$ cat src/hdl/ups_consts.svh
`ifndef UPS_CONSTS_SVH
`define UPS_CONSTS_SVH

// character and buffer shape
`define UPS_DATA_W 8
`define UPS_FIFO_DEPTH 16

// clock
`define UPS_CLK_PERIOD_NS 10
`define UPS_NS_PER_MS 1000000
`define UPS_NS_PER_US 1000

// wake-up time of port and module, ms
`define UPS_WAKE_MS 20
`define UPS_WAKE_CYC (`UPS_WAKE_MS * (`UPS_NS_PER_MS / `UPS_CLK_PERIOD_NS))

// frame period used by the inactivity timeout, us
`define UPS_FRAME_US 4615
`define UPS_FRAME_CYC (`UPS_FRAME_US * (`UPS_NS_PER_US / `UPS_CLK_PERIOD_NS))

// port-off time between periodic wake windows, ms
`define UPS_CYCLE_OFF_MS 2500
`define UPS_CYCLE_OFF_CYC \
  (`UPS_CYCLE_OFF_MS * (`UPS_NS_PER_MS / `UPS_CLK_PERIOD_NS))

// inactivity timeout in frames
`define UPS_TMO_W 16
`define UPS_TMO_MIN 16'h0028
`define UPS_TMO_MAX 16'hfde8
`define UPS_TMO_DEF 16'h07d0

// cycle counter width
`define UPS_CNT_W 32

`endif

$ cat src/hdl/ups_pkg.sv
package ups_pkg;

  typedef logic [7:0] ups_char_t;

  typedef enum logic [1:0] {
    UPS_CFG_ALWAYS = 2'b00,
    UPS_CFG_CYCLIC = 2'b01,
    UPS_CFG_RTS = 2'b10,
    UPS_CFG_DTR = 2'b11
  } ups_cfg_t;

  typedef enum logic [1:0] {
    UPS_ST_IDLE = 2'b00,
    UPS_ST_WAKING = 2'b01,
    UPS_ST_WINDOW = 2'b10,
    UPS_ST_ACTIVE = 2'b11
  } ups_state_t;

endpackage

$ cat src/hdl/ups_link_if.sv
interface ups_link_if;
  // host to device character strobe
  logic h2d_valid;
  ups_pkg::ups_char_t h2d_data;
  // device to host character strobe
  logic d2h_valid;
  ups_pkg::ups_char_t d2h_data;
  // modem lines, 1 = ON
  logic rts;
  logic dtr;
  logic cts;

  modport dev (
    input h2d_valid,
    input h2d_data,
    input rts,
    input dtr,
    output d2h_valid,
    output d2h_data,
    output cts
  );

  modport host (
    output h2d_valid,
    output h2d_data,
    output rts,
    output dtr,
    input d2h_valid,
    input d2h_data,
    input cts
  );
endinterface

$ cat src/hdl/ups_dev_end.sv
// Function
// - config 0: never idle, port always enabled
// - config 1: cycle active/idle with port enable
// - config 2: rts governs port and idle
// - config 3: dtr governs port and idle
// - idle whenever nothing keeps module active
// - config 0, flow on, rts on: lossless
// - config 0, flow on, rts off: host holds
// - flow on, rts off: device buffers transmit
// - config 1, flow on: host waits for active
// - config 1, flow off: first char wakes, dropped
// - config 2 with flow control is refused
// - config 2, rts off: chars dropped, optional wake
// - config 3: dtr off drops host chars
// - flow off: transmit without waiting for host
// - config 0: cts always asserted
// - config 2 rts on: wake after 20 ms
// - config 1 inactivity timeout 40..65000 frames
// - config 1, flow on: cts follows port

`include "ups_consts.svh"

////////////////////////////////////////////////////////////////////////////
// transmit buffer

module ups_fifo #(
  parameter int unsigned WIDTH = `UPS_DATA_W,
  parameter int unsigned DEPTH = `UPS_FIFO_DEPTH
) (
  input wire logic i_ref_clk,
  input wire logic i_rst,
  input wire logic i_in_valid,
  output logic o_in_ready,
  input wire logic [WIDTH-1:0] i_in_data,
  output logic o_out_valid,
  input wire logic i_out_ready,
  output logic [WIDTH-1:0] o_out_data
);
  localparam int unsigned AW = $clog2(DEPTH);

  logic [WIDTH-1:0] mem [DEPTH];
  logic [AW:0] wr_reg;
  logic [AW:0] rd_reg;

  wire full = (wr_reg[AW] != rd_reg[AW]) &&
              (wr_reg[AW-1:0] == rd_reg[AW-1:0]);
  wire empty = (wr_reg == rd_reg);
  wire push = i_in_valid && !full;
  wire pop = i_out_ready && !empty;

  assign o_in_ready = !full;
  assign o_out_valid = !empty;
  assign o_out_data = mem[rd_reg[AW-1:0]];

  always_ff @(posedge i_ref_clk or posedge i_rst) begin
    if (i_rst) begin
      wr_reg <= '0;
      rd_reg <= '0;
    end else begin
      if (push) begin
        wr_reg <= wr_reg + 1'b1;
      end
      if (pop) begin
        rd_reg <= rd_reg + 1'b1;
      end
    end
  end

  always_ff @(posedge i_ref_clk) begin
    if (push) begin
      mem[wr_reg[AW-1:0]] <= i_in_data;
    end
  end
endmodule

////////////////////////////////////////////////////////////////////////////
// device end: power-save gating of the serial port

module ups_dev_end #(
  parameter int unsigned WAKE_CYC = `UPS_WAKE_CYC,
  parameter int unsigned FRAME_CYC = `UPS_FRAME_CYC,
  parameter int unsigned CYCLE_OFF_CYC = `UPS_CYCLE_OFF_CYC,
  parameter bit WAKE_ON_CHAR = 1'b1
) (
  input wire logic i_ref_clk,
  input wire logic i_rst,
  ups_link_if.dev link,
  input wire logic [1:0] i_power_save_config,
  input wire logic i_flow_control_on_select,
  input wire logic [`UPS_TMO_W-1:0] i_inact_frames,
  input wire logic i_busy,
  input wire logic i_tx_valid,
  input wire ups_pkg::ups_char_t i_tx_data,
  output logic o_tx_ready,
  output logic o_rx_valid,
  output ups_pkg::ups_char_t o_rx_data,
  output logic o_rx_dropped,
  output logic o_port_enabled,
  output logic o_idle,
  output logic o_cfg_refused
);
  ups_pkg::ups_state_t state_reg;
  ups_pkg::ups_state_t state_next;
  ups_pkg::ups_cfg_t cfg_prev_reg;
  logic [`UPS_CNT_W-1:0] cnt_reg;
  logic [`UPS_CNT_W-1:0] cnt_next;
  logic [`UPS_CNT_W-1:0] pre_reg;
  logic [`UPS_TMO_W-1:0] tmo_reg;
  logic wake_char_reg;
  logic wake_char_next;
  logic entry_load;
  logic hold_prev_reg;
  logic rx_valid_reg;
  ups_pkg::ups_char_t rx_data_reg;
  logic rx_drop_reg;
  logic idle_reg;
  logic d2h_valid_reg;
  ups_pkg::ups_char_t d2h_data_reg;
  logic fifo_valid;
  ups_pkg::ups_char_t fifo_data;

  //////////////////////////////////////////////////////////////////////////
  // configuration decode

  wire cfg_refused = (i_power_save_config == 2'b10) &&
                     i_flow_control_on_select;
  wire ups_pkg::ups_cfg_t cfg = cfg_refused ? ups_pkg::UPS_CFG_ALWAYS :
      ups_pkg::ups_cfg_t'(i_power_save_config);
  wire cfg_always = (cfg == ups_pkg::UPS_CFG_ALWAYS);
  wire cfg_cyclic = (cfg == ups_pkg::UPS_CFG_CYCLIC);
  wire cfg_rts = (cfg == ups_pkg::UPS_CFG_RTS);
  wire cfg_dtr = (cfg == ups_pkg::UPS_CFG_DTR);
  wire cfg_changed = (cfg != cfg_prev_reg);
  wire flow_on = i_flow_control_on_select && !cfg_rts;

  // zero selects the default timeout, others clamp to the legal range
  wire [`UPS_TMO_W-1:0] tmo_frames =
      (i_inact_frames == '0) ? `UPS_TMO_DEF :
      (i_inact_frames < `UPS_TMO_MIN) ? `UPS_TMO_MIN :
      (i_inact_frames > `UPS_TMO_MAX) ? `UPS_TMO_MAX :
      i_inact_frames;

  //////////////////////////////////////////////////////////////////////////
  // activity and gating terms

  wire line_hold = (cfg_rts && link.rts) ||
                   (cfg_dtr && link.dtr);
  wire hold_fall = hold_prev_reg && !line_hold;
  wire hold_any = line_hold || fifo_valid;
  wire port_en = (state_reg == ups_pkg::UPS_ST_ACTIVE) ||
                 (state_reg == ups_pkg::UPS_ST_WINDOW);
  wire rx_ok = link.h2d_valid && port_en &&
               (!cfg_dtr || link.dtr);
  wire rx_drop = link.h2d_valid && !rx_ok;
  wire tmo_load = (rx_ok && (cfg_cyclic || cfg_rts)) ||
                  entry_load;
  wire frame_tick = (pre_reg == `UPS_CNT_W'(FRAME_CYC - 1));
  wire wake_done = (cnt_reg >= `UPS_CNT_W'(WAKE_CYC - 1));
  wire off_done = (cnt_reg >= `UPS_CNT_W'(CYCLE_OFF_CYC - 1));
  wire tx_go = port_en && (!flow_on || link.rts);

  //////////////////////////////////////////////////////////////////////////
  // power-save state machine

  always_comb begin
    state_next = state_reg;
    wake_char_next = wake_char_reg;
    entry_load = 1'b0;
    if (cfg_always) begin
      state_next = ups_pkg::UPS_ST_ACTIVE;
      wake_char_next = 1'b0;
    end else if (cfg_changed) begin
      state_next = ups_pkg::UPS_ST_IDLE;
      wake_char_next = 1'b0;
    end else begin
      case (state_reg)
        ups_pkg::UPS_ST_IDLE: begin
          if (hold_any) begin
            state_next = ups_pkg::UPS_ST_WAKING;
          end else if (rx_drop && cfg_cyclic && !flow_on) begin
            state_next = ups_pkg::UPS_ST_WAKING;
            wake_char_next = 1'b1;
          end else if (rx_drop && cfg_rts && WAKE_ON_CHAR) begin
            state_next = ups_pkg::UPS_ST_WAKING;
            wake_char_next = 1'b1;
          end else if (cfg_cyclic && off_done) begin
            state_next = ups_pkg::UPS_ST_WINDOW;
          end
        end
        ups_pkg::UPS_ST_WAKING: begin
          if (wake_done) begin
            state_next = ups_pkg::UPS_ST_ACTIVE;
            entry_load = cfg_cyclic || wake_char_reg;
            wake_char_next = 1'b0;
          end
        end
        ups_pkg::UPS_ST_WINDOW: begin
          if (rx_ok || hold_any) begin
            state_next = ups_pkg::UPS_ST_ACTIVE;
          end else if (wake_done) begin
            state_next = ups_pkg::UPS_ST_IDLE;
          end
        end
        ups_pkg::UPS_ST_ACTIVE: begin
          if (!hold_any && tmo_reg == '0 && !tmo_load) begin
            state_next = ups_pkg::UPS_ST_IDLE;
          end
        end
        default: begin
          state_next = ups_pkg::UPS_ST_IDLE;
        end
      endcase
    end
    cnt_next = (state_next != state_reg) ? '0 : cnt_reg + 1'b1;
  end

  always_ff @(posedge i_ref_clk or posedge i_rst) begin
    if (i_rst) begin
      state_reg <= ups_pkg::UPS_ST_ACTIVE;
      cfg_prev_reg <= ups_pkg::UPS_CFG_ALWAYS;
      cnt_reg <= '0;
      wake_char_reg <= 1'b0;
      hold_prev_reg <= 1'b0;
    end else begin
      state_reg <= state_next;
      cfg_prev_reg <= cfg;
      cnt_reg <= cnt_next;
      wake_char_reg <= wake_char_next;
      hold_prev_reg <= line_hold;
    end
  end

  //////////////////////////////////////////////////////////////////////////
  // inactivity timeout in frames, restarted by each character received in config 1 or 2

  always_ff @(posedge i_ref_clk or posedge i_rst) begin
    if (i_rst) begin
      pre_reg <= '0;
      tmo_reg <= '0;
    end else begin
      pre_reg <= frame_tick ? '0 : pre_reg + 1'b1;
      if (tmo_load) begin
        tmo_reg <= tmo_frames;
      end else if (hold_fall || cfg_changed) begin
        tmo_reg <= '0;
      end else if (frame_tick && tmo_reg != '0) begin
        tmo_reg <= tmo_reg - 1'b1;
      end
    end
  end

  //////////////////////////////////////////////////////////////////////////
  // receive path and status

  always_ff @(posedge i_ref_clk or posedge i_rst) begin
    if (i_rst) begin
      rx_valid_reg <= 1'b0;
      rx_data_reg <= 8'h00;
      rx_drop_reg <= 1'b0;
      idle_reg <= 1'b0;
    end else begin
      rx_valid_reg <= rx_ok;
      rx_drop_reg <= rx_drop;
      if (rx_ok) begin
        rx_data_reg <= link.h2d_data;
      end
      idle_reg <= (state_next == ups_pkg::UPS_ST_IDLE) && !i_busy;
    end
  end

  assign o_rx_valid = rx_valid_reg;
  assign o_rx_data = rx_data_reg;
  assign o_rx_dropped = rx_drop_reg;
  assign o_idle = idle_reg;
  assign o_port_enabled = port_en;
  assign o_cfg_refused = cfg_refused;

  //////////////////////////////////////////////////////////////////////////
  // transmit path

  ups_fifo #(
    .WIDTH(`UPS_DATA_W),
    .DEPTH(`UPS_FIFO_DEPTH)
  ) u_tx_fifo (
    .i_ref_clk(i_ref_clk),
    .i_rst(i_rst),
    .i_in_valid(i_tx_valid),
    .o_in_ready(o_tx_ready),
    .i_in_data(i_tx_data),
    .o_out_valid(fifo_valid),
    .i_out_ready(tx_go),
    .o_out_data(fifo_data)
  );

  always_ff @(posedge i_ref_clk or posedge i_rst) begin
    if (i_rst) begin
      d2h_valid_reg <= 1'b0;
      d2h_data_reg <= 8'h00;
    end else begin
      d2h_valid_reg <= fifo_valid && tx_go;
      if (fifo_valid && tx_go) begin
        d2h_data_reg <= fifo_data;
      end
    end
  end

  assign link.d2h_valid = d2h_valid_reg;
  assign link.d2h_data = d2h_data_reg;
  // config 0 holds cts on; others show the port enable
  assign link.cts = cfg_always || port_en;
endmodule

$ cat src/flat_wrapper.sv
// flat-port wrapper written by rule: the top's interface ports become plain ports
module ups_dev_end_flat 
#(
  parameter int unsigned WAKE_CYC = `UPS_WAKE_CYC,
  parameter int unsigned FRAME_CYC = `UPS_FRAME_CYC,
  parameter int unsigned CYCLE_OFF_CYC = `UPS_CYCLE_OFF_CYC,
  parameter bit WAKE_ON_CHAR = 1'b1
)
  (i_ref_clk, i_rst, i_power_save_config, i_flow_control_on_select, i_inact_frames, i_busy, i_tx_valid, i_tx_data, o_tx_ready, o_rx_valid, o_rx_data, o_rx_dropped, o_port_enabled, o_idle, o_cfg_refused, link_h2d_valid, link_h2d_data, link_rts, link_dtr, link_d2h_valid, link_d2h_data, link_cts);
  ups_link_if link_i ();
  input wire logic i_ref_clk;
  input wire logic i_rst;
  input wire logic [1:0] i_power_save_config;
  input wire logic i_flow_control_on_select;
  input wire logic [`UPS_TMO_W-1:0] i_inact_frames;
  input wire logic i_busy;
  input wire logic i_tx_valid;
  input wire ups_pkg::ups_char_t i_tx_data;
  output logic o_tx_ready;
  output logic o_rx_valid;
  output ups_pkg::ups_char_t o_rx_data;
  output logic o_rx_dropped;
  output logic o_port_enabled;
  output logic o_idle;
  output logic o_cfg_refused;
  input wire logic [$bits(link_i.h2d_valid)-1:0] link_h2d_valid;
  input wire logic [$bits(link_i.h2d_data)-1:0] link_h2d_data;
  input wire logic [$bits(link_i.rts)-1:0] link_rts;
  input wire logic [$bits(link_i.dtr)-1:0] link_dtr;
  output wire logic [$bits(link_i.d2h_valid)-1:0] link_d2h_valid;
  output wire logic [$bits(link_i.d2h_data)-1:0] link_d2h_data;
  output wire logic [$bits(link_i.cts)-1:0] link_cts;
  assign link_i.h2d_valid = link_h2d_valid;
  assign link_i.h2d_data = link_h2d_data;
  assign link_i.rts = link_rts;
  assign link_i.dtr = link_dtr;
  assign link_d2h_valid = link_i.d2h_valid;
  assign link_d2h_data = link_i.d2h_data;
  assign link_cts = link_i.cts;
  ups_dev_end #(.WAKE_CYC(WAKE_CYC), .FRAME_CYC(FRAME_CYC), .CYCLE_OFF_CYC(CYCLE_OFF_CYC), .WAKE_ON_CHAR(WAKE_ON_CHAR)) u_core (.i_ref_clk(i_ref_clk), .i_rst(i_rst), .link(link_i), .i_power_save_config(i_power_save_config), .i_flow_control_on_select(i_flow_control_on_select), .i_inact_frames(i_inact_frames), .i_busy(i_busy), .i_tx_valid(i_tx_valid), .i_tx_data(i_tx_data), .o_tx_ready(o_tx_ready), .o_rx_valid(o_rx_valid), .o_rx_data(o_rx_data), .o_rx_dropped(o_rx_dropped), .o_port_enabled(o_port_enabled), .o_idle(o_idle), .o_cfg_refused(o_cfg_refused));
endmodule
$ cat config.mk
export PLATFORM = sky130hd
export DESIGN_NAME = ups_dev_end_flat
export DESIGN_NICKNAME = d
export VERILOG_FILES = /design/src/hdl/ups_pkg.sv /design/src/hdl/ups_link_if.sv /design/src/hdl/ups_dev_end.sv /design/src/flat_wrapper.sv
export VERILOG_INCLUDE_DIRS = /design/src /design/src/hdl
export SDC_FILE = /design/constraint.sdc
export NUM_CORES = 1
export LEC_CHECK = 0
export BUFFER_PORTS_ARGS = -buffer_cell sky130_fd_sc_hd__buf_2
export CORE_ASPECT_RATIO = 0.8
export CORE_MARGIN = 2
export CORE_UTILIZATION = 61
export CTS_CLUSTER_SIZE = 40
export DETAILED_ROUTE_END_ITERATION = 6
export GPL_TIMING_DRIVEN = 0
export PLACE_DENSITY = 0.8
export SLEW_MARGIN = 5
export SYNTH_ARGS = -nofsm -noshare
export SYNTH_HDL_FRONTEND = slang
export SYNTH_SLANG_ARGS = --single-unit
$ cat constraint.sdc
create_clock -name i_ref_clk -period 3.9 [get_ports i_ref_clk]
set_clock_uncertainty 0.2 [all_clocks]
set_input_delay 0.195 -clock i_ref_clk [delete_from_list [all_inputs] [get_ports i_ref_clk]]
set_output_delay 0.195 -clock i_ref_clk [all_outputs]
set_load 0.02 [all_outputs]
### Word level (Yosys, flattened, before mapping)

Memory sizes are Yosys's and may differ from the RTL's. A register that Yosys moved wholly into a read port is not among the register bits.
Index checks and enable logic that the tools add are counted.

| cells by class | value |
|---|---|
| add/subtract/negate cells | 5 |
| order comparisons | 4 |
| equality and inequality tests | 16 |
| mux-type cells | 33 |
| reduce and logical (&&, ||, !) cells | 51 |

Operators with widths:

| kind | count |
|---|---|
| 16-bit two-way mux | 6 |
| 32-bit by 1-bit adder with 32-bit output, second input constant | 2 |
| 32-bit two-way mux | 2 |
| 32-bit by 19-bit equality test with 1-bit output, second input constant | 1 |
| 32-bit by 21-bit >= comparator with 1-bit output, second input constant | 1 |
| 32-bit by 28-bit >= comparator with 1-bit output, second input constant | 1 |
| 16-bit logical NOT | 2 |
| 2-bit two-way mux | 11 |
| 1-bit logical AND | 21 |
| 16-bit > comparator, second input constant | 1 |
| 16-bit by 6-bit less-than comparator with 1-bit output, second input constant | 1 |
| 16-bit nonzero test | 1 |
| 16-bit by 1-bit subtractor with 16-bit output, second input constant | 1 |
| 1-bit two-way mux | 12 |
| 1-bit logical OR | 11 |
| 5-bit by 1-bit adder with 5-bit output, second input constant | 2 |
| 2-bit equality test, second input constant | 5 |
| 1-bit logical NOT | 10 |
| 2-bit case mux with 4 select lines | 1 |
| 2-bit logical NOT | 3 |
| 5-bit equality test | 1 |
| 5-bit by 1-bit != test with 1-bit output, second input constant | 1 |
| 2-bit by 1-bit equality test with 1-bit output, second input constant | 2 |
| 4-bit equality test | 1 |
| other kinds (8) | 9 |

| word-level totals | value |
|---|---|
| bits in registers | 108 |
| RAM bits | 128 |
| output and inout bits | 24 |
| logic and storage cells | 124 |
| memories | 1 |

Memories:

| memory | words | bits a word | read ports | clocked after memory_dff | write ports | RTL line | RTL |
|---|---|---|---|---|---|---|---|
| u_core.u_tx_fifo.mem | 16 | 8 | 1 | 1 | 1 | ups_dev_end.sv:41 | `logic [WIDTH-1:0] mem [DEPTH];` |

### Logic depth before layout (Yosys ltp)

| depth | value |
|---|---|
| depth after elaboration | 18 |
| mapped depth | 10 |
| gate-level depth less buffers | 10 |

### Hierarchy

Synthesis repeated with hierarchy kept, for this count alone.

| second synthesis, totals | value |
|---|---|
| cell total of the unflattened synthesis | 889 |
| area, all modules | 11418.5 um2 |

Modules (own cells, without submodules):

| module | instances | cells an instance | area an instance (um2) | seq. area each (um2) |
|---|---|---|---|---|
| ups_dev_end | 1 | 604 | 5791.8 | 2655.0 |
| ups_fifo | 1 | 285 | 5626.6 | 4093.9 |

### Least setup slack after synthesis

No wires, ideal clock.

| timing | value |
|---|---|
| path kind | reg-to-reg |
| from | register u_core.u_tx_fifo.rd_reg[0] |
| to | memory u_core.u_tx_fifo.mem[3][0] in the netlist's numbering (enable) |
| arrival time | 2.180 ns |
| required time | 3.317 ns |
| slack | 1.137 ns |
| cell stages (with the launch flop) | 9 |
| path buffers | 2 |
| path through | dfrtp_1 > buf_6 > xor2_1 > nor4_4 > nand2_1 > and2_1 > clkbuf_1 > nand2_1 > nor3_1 |

| on the way | value |
|---|---|
| longest elaborated chain between the ends | 6 |

Ends and longest elaborated chain:

| item | RTL line | RTL |
|---|---|---|
| start, declared | ups_dev_end.sv:43 | `logic [AW:0] rd_reg;` |
| start signal, assigned | ups_dev_end.sv:64 | `rd_reg <= rd_reg + 1'b1;` |
| 4-bit equality test | ups_dev_end.sv:46 | `(wr_reg[AW-1:0] == rd_reg[AW-1:0]);` |
| 1-bit logical AND | ups_dev_end.sv:45 | `wire full = (wr_reg[AW] != rd_reg[AW]) &&` |
| 1-bit logical NOT | -- |  |
| net o_tx_ready | flat_wrapper.sv:19 | `output logic o_tx_ready;` |
| 1-bit logical AND | ups_dev_end.sv:48 | `wire push = i_in_valid && !full;` |
| 1-bit two-way mux | ups_dev_end.sv:70 | `if (push) begin` |
| 1-bit two-way mux (implied by the code) | ups_dev_end.sv:71 | `mem[wr_reg[AW-1:0]] <= i_in_data;` |
| end, declared | ups_dev_end.sv:41 |  |

The timed path passes the listed nets, and every way through them passes these cells.

### Final worst setup path

| timing | value |
|---|---|
| from | register u_core.u_tx_fifo.rd_reg[0] |
| to | memory u_core.u_tx_fifo.mem[3][2] in the netlist's numbering (enable) |

| on the way | value |
|---|---|
| longest elaborated chain between the ends | 6 |

Ends and longest elaborated chain:

| item | RTL line |
|---|---|
| 4-bit equality test | ups_dev_end.sv:46 |
| 1-bit logical AND | ups_dev_end.sv:45 |
| 1-bit logical NOT | ups_dev_end.sv:48 |
| 1-bit logical AND | ups_dev_end.sv:48 |
| 1-bit two-way mux | ups_dev_end.sv:70 |
| 1-bit two-way mux (implied by the code) | ups_dev_end.sv:71 |

Every way passes these cells.

==> metrics.md <==
| Metric | Value |
|---|---|
| Run status | `finished clean` |
| Vias in the first global route | `~7500` |
| CTS Sinks | `244` |
| Buffers on Ports | `65` |
| Internal power | `between 5 and 6 mW` |
| Syn avg cell area | `roughly 13 um2` |
| Simple-Gate Fraction of Synth Area | `about 13%` |
| H-tree levels | `1` |
| 1st-pass router iterations | `5` |
| Sw Share | `a little under a third` |
| Ports | `66` |
| Initial DRC count | `between 800 and 900` |
| Min Tclk post-route | `approximately 3.4 ns` |
| Placed cell area | `approximately 12000 um2` |
| MaxCap Viol Count | `0` |
| Synth warn | `0` |
| Required @ worst endpoint | `~3.9 ns` |
| FF-to-FF Start | `u_core.u_tx_fifo.rd_reg[0]` |
| GPL Wtd Cong | `approximately 0.87` |
| Slew Viols, Final | `0` |
| TritonCTS clock tree | `built` |
| Syn Nets | `approximately 880` |
| Main synth FF type | `edfxtp_1` |
| Total GRT Usage | `26.6%` |
| Most frequent cells in the layout | `128 x edfxtp_1, 114 x dfrtp_1, 70 x buf_2, 62 x nor2_1, 52 x xnor2_1` |
| Worst Setup SP | `u_core.u_tx_fifo.rd_reg[0]` |
| Post-Synth XOR/XNOR Area | `under 10%` |
| Residual DRC count | `0` |
| Row cnt | `between 40 and 50` |
| Vias | `around 7600` |
| Slew @ Worst Pin | `around 1.3 ns` |
| Largest family of logic cells by synthesized area | `simple AND/OR/NAND/NOR gates` |
| Worst hold path class | `in -> reg` |
| Root buf cell | `clkbuf_16` |
| Vias/cell | `6.29` |
| Fmax | `approximately 0.29 GHz` |
| Peak supply drop | `0.412 mV` |
| P_sw | `~2.3 mW` |
| Finished layout cell area | `around 13000 um2` |
| Max reg flops | `roughly 130` |
| Post-Synth Adder-Cell Area | `less than 1%` |
| Die Width | `roughly 150 um` |
| Yosys reg bits | `around 240` |
| Worst setup path category | `reg -> reg` |
| Clock network fraction of total power | `31.6%` |
| Core Region | `roughly 18000 um2` |
| Final WL | `25000 um` |
| Die area | `roughly 19000 um2` |
| DR WL/cell | `20.7 um` |
| Area Growth Syn to Fin | `16.8%` |
| CP endpoint kind | `flip-flop` |
| Post-synth ARST share | `47.5%` |
| Post-synthesis mux area share | `between 9 and 10%` |
| Pwr dens | `~580 nW/um2` |
| GRT Residual Overflow | `0` |
| Dpl hpwl | `between 15000 and 20000 um` |
| Hold Startpoint | `i_inact_frames[5]` |
| Compound-Gate Fraction of Synth Area | `around 6.3%` |
| Initial core utilization | `around three fifths` |
| Layout Utilization | `between 70% and 80%` |
| Total Power | `around 7.5 mW` |
| First-pass GRT wire length | `about 40000 um` |
| Longest Clk Path Bufs | `3` |
| Hold violation total from the final report | `0` |
| Ant diodes | `0` |
| Cell count after synthesis | `about 830` |
| Layout cell share with drive strength beyond 1 | `around 19%` |
| Sequential share of the synthesized area | `60.9%` |
| Worst-Skew Late Latency | `around 0.54 ns` |
| Critical Path AT | `between 3 and 4 ns` |
| Mapped cell area | `~11000 um2` |
| Post-CTS setup buffers | `0` |
| Final Cycle Share | `87.3%` |
| Routed Antenna Nets | `0` |
| RSZ-0062 raised after global routing | `false` |
| Distinct cell type count after synthesis | `slightly above 60` |
| Commonest non-fill, non-tap cell in the layout | `edfxtp_1` |
| # nets final | `~1000` |
| Total CTS buffers | `25` |
| Worst Path Max Fanout | `8` |
| Sequential power share | `around 42%` |
| Clock-pin transition on the worst setup and hold timing paths | `approximately 0.060 ns` |
| Slew margin rel. | `13.0%` |
| Die height | `~120 um` |
| Setup Viol. Count Final | `0` |
| Worst setup SP type | `flip-flop` |
| Largest net degree at the start of global routing | `64` |
| P_leak | `approximately 4.9 nW` |
| Combinational share of power | `roughly a quarter` |
| Antenna violations before repair | `0` |
| Number of synthesized flops with an enable pin | `128` |
==> power groups by stage <==
stage                     logic (mW)  clock network, mW  registers (mW)
after floorplan                 1.25                  0            3.26
after global placement          1.81                  0            3.18
after detailed placement        1.88                  0            3.20
after CTS                       1.95               2.38            3.15
after global routing            2.09               2.48            3.18
final                           1.97               2.37            3.16
==> synth_stat cells (3+ instances only) <==
master    number  area, um2
edfxtp_1     128       3840
dfrtp_1      114       2850
nor2_1        62        233
xnor2_1       52        455
nand2_1       51        191
nand3_1       43        215
mux4_2        40        901
xor2_1        35        307
a31oi_1       26        163
nand4_1       22        138
nor3_1        21        105
clkbuf_1      20       75.1
o21ai_0       18       90.1
a21oi_1       17       85.1
inv_1         17       63.8
mux2_2        17        191
nor4_1        14       87.6
o31ai_1       13       97.6
and3_1        11       68.8
nand2b_1      10       62.6
ha_1           8        100
and4_1         6       52.6
nor2b_1        6       37.5
or4_1          6       45.0
a21o_1         5       37.5
buf_2          5       25.0
and2_1         4       25.0
buf_1          4       15.0
buf_6          4       45.0
a22o_1         3       26.3
nor3b_1        3       22.5
nor4b_1        3       26.3
nor4bb_1       3       30.0
o211a_1        3       30.0
o21a_1         3       22.5
==> metal layers <==
metal  track usage [%]  vias up  routed length (um)
met2              40.0      394               11600
li1                  -     3399                   -
met1              41.1     3778               10700
met3              4.14       51                2120
met4              7.52        0                 589
met5                 0        -                   0
==> through the flow <==
| stage | std cells | worst slack [ns] | hold slack, ns | setup TNS (ns) |
|---|---|---|---|---|
| floorplan | 829 | 0.436 | 0.0685 | 0 |
| global placement | 1124 | -0.886 | 0.157 | -100.35 |
| detailed placement | 1125 | 0.420 | 0.0781 | 0 |
| CTS | 1211 | 0.305 | 0.0110 | 0 |
| global route | 1211 | 0.272 | 0.0869 | 0 |
| finish | 1211 | 0.493 | 0.0291 | 0 |
==> worst paths after layout <==
path / slack, ns / cells past startpoint / to
worst max register to register: 0.49 / 8 / u_core.u_tx_fifo.mem[3][2]
worst min register to register: 0.29 / 1 / u_core.pre_reg[0]
min in group asynchronous: 0.10 / 3 / u_core.pre_reg[26]
max in group asynchronous: 2.70 / 4 / u_core.state_reg[1]
worst min-delay path: 0.03 / 4 / u_core.tmo_reg[5]
worst max-delay path: 0.49 / 8 / u_core.u_tx_fifo.mem[3][2]
==> final cells by class <==
type	count	area [um2]
Sequential cell	244	6750
Fill cell	1139	5010
Multi-Input combinational cell	533	4100
Timing Repair Buffer	106	753
Clock buffer	33	686
Tap cell	230	288
Buffer	33	160
Clock inverter	13	126
Inverter	19	76.3
==> logic make-up (layout without fill, tap and decap cells) <==
logic type / Yosys count / after routing
XOR/XNOR: 87 / 87
AND/OR/NAND/NOR: 275 / 275
buffers and inverters: 52 / 204
flip-flops: 244 / 244
adder cells (fa/ha/maj): 8 / 8
multiplexers: 58 / 58
AO/OA/AOI/OAI: 105 / 105
==> worst max-delay path, cell delays in order, from the launching register on <==
cell and delay, ns:
dfrtp_1 0.40, buf_6 0.16, xor2_1 0.27, nor4_4 0.11, nand2_1 0.13, and2_1 0.15
clkbuf_1 0.32, nand2_1 0.28, nor3_1 0.99
==> timing repair <==
action | 4_1_cts | 5_1_grt
resized for setup | 0 | 0
hold buffers | 40 | 0
endpoints found under the setup margin | 0 | 0
hold endpoints to repair | 271 | 0
(Power assumes the default switching activity.)
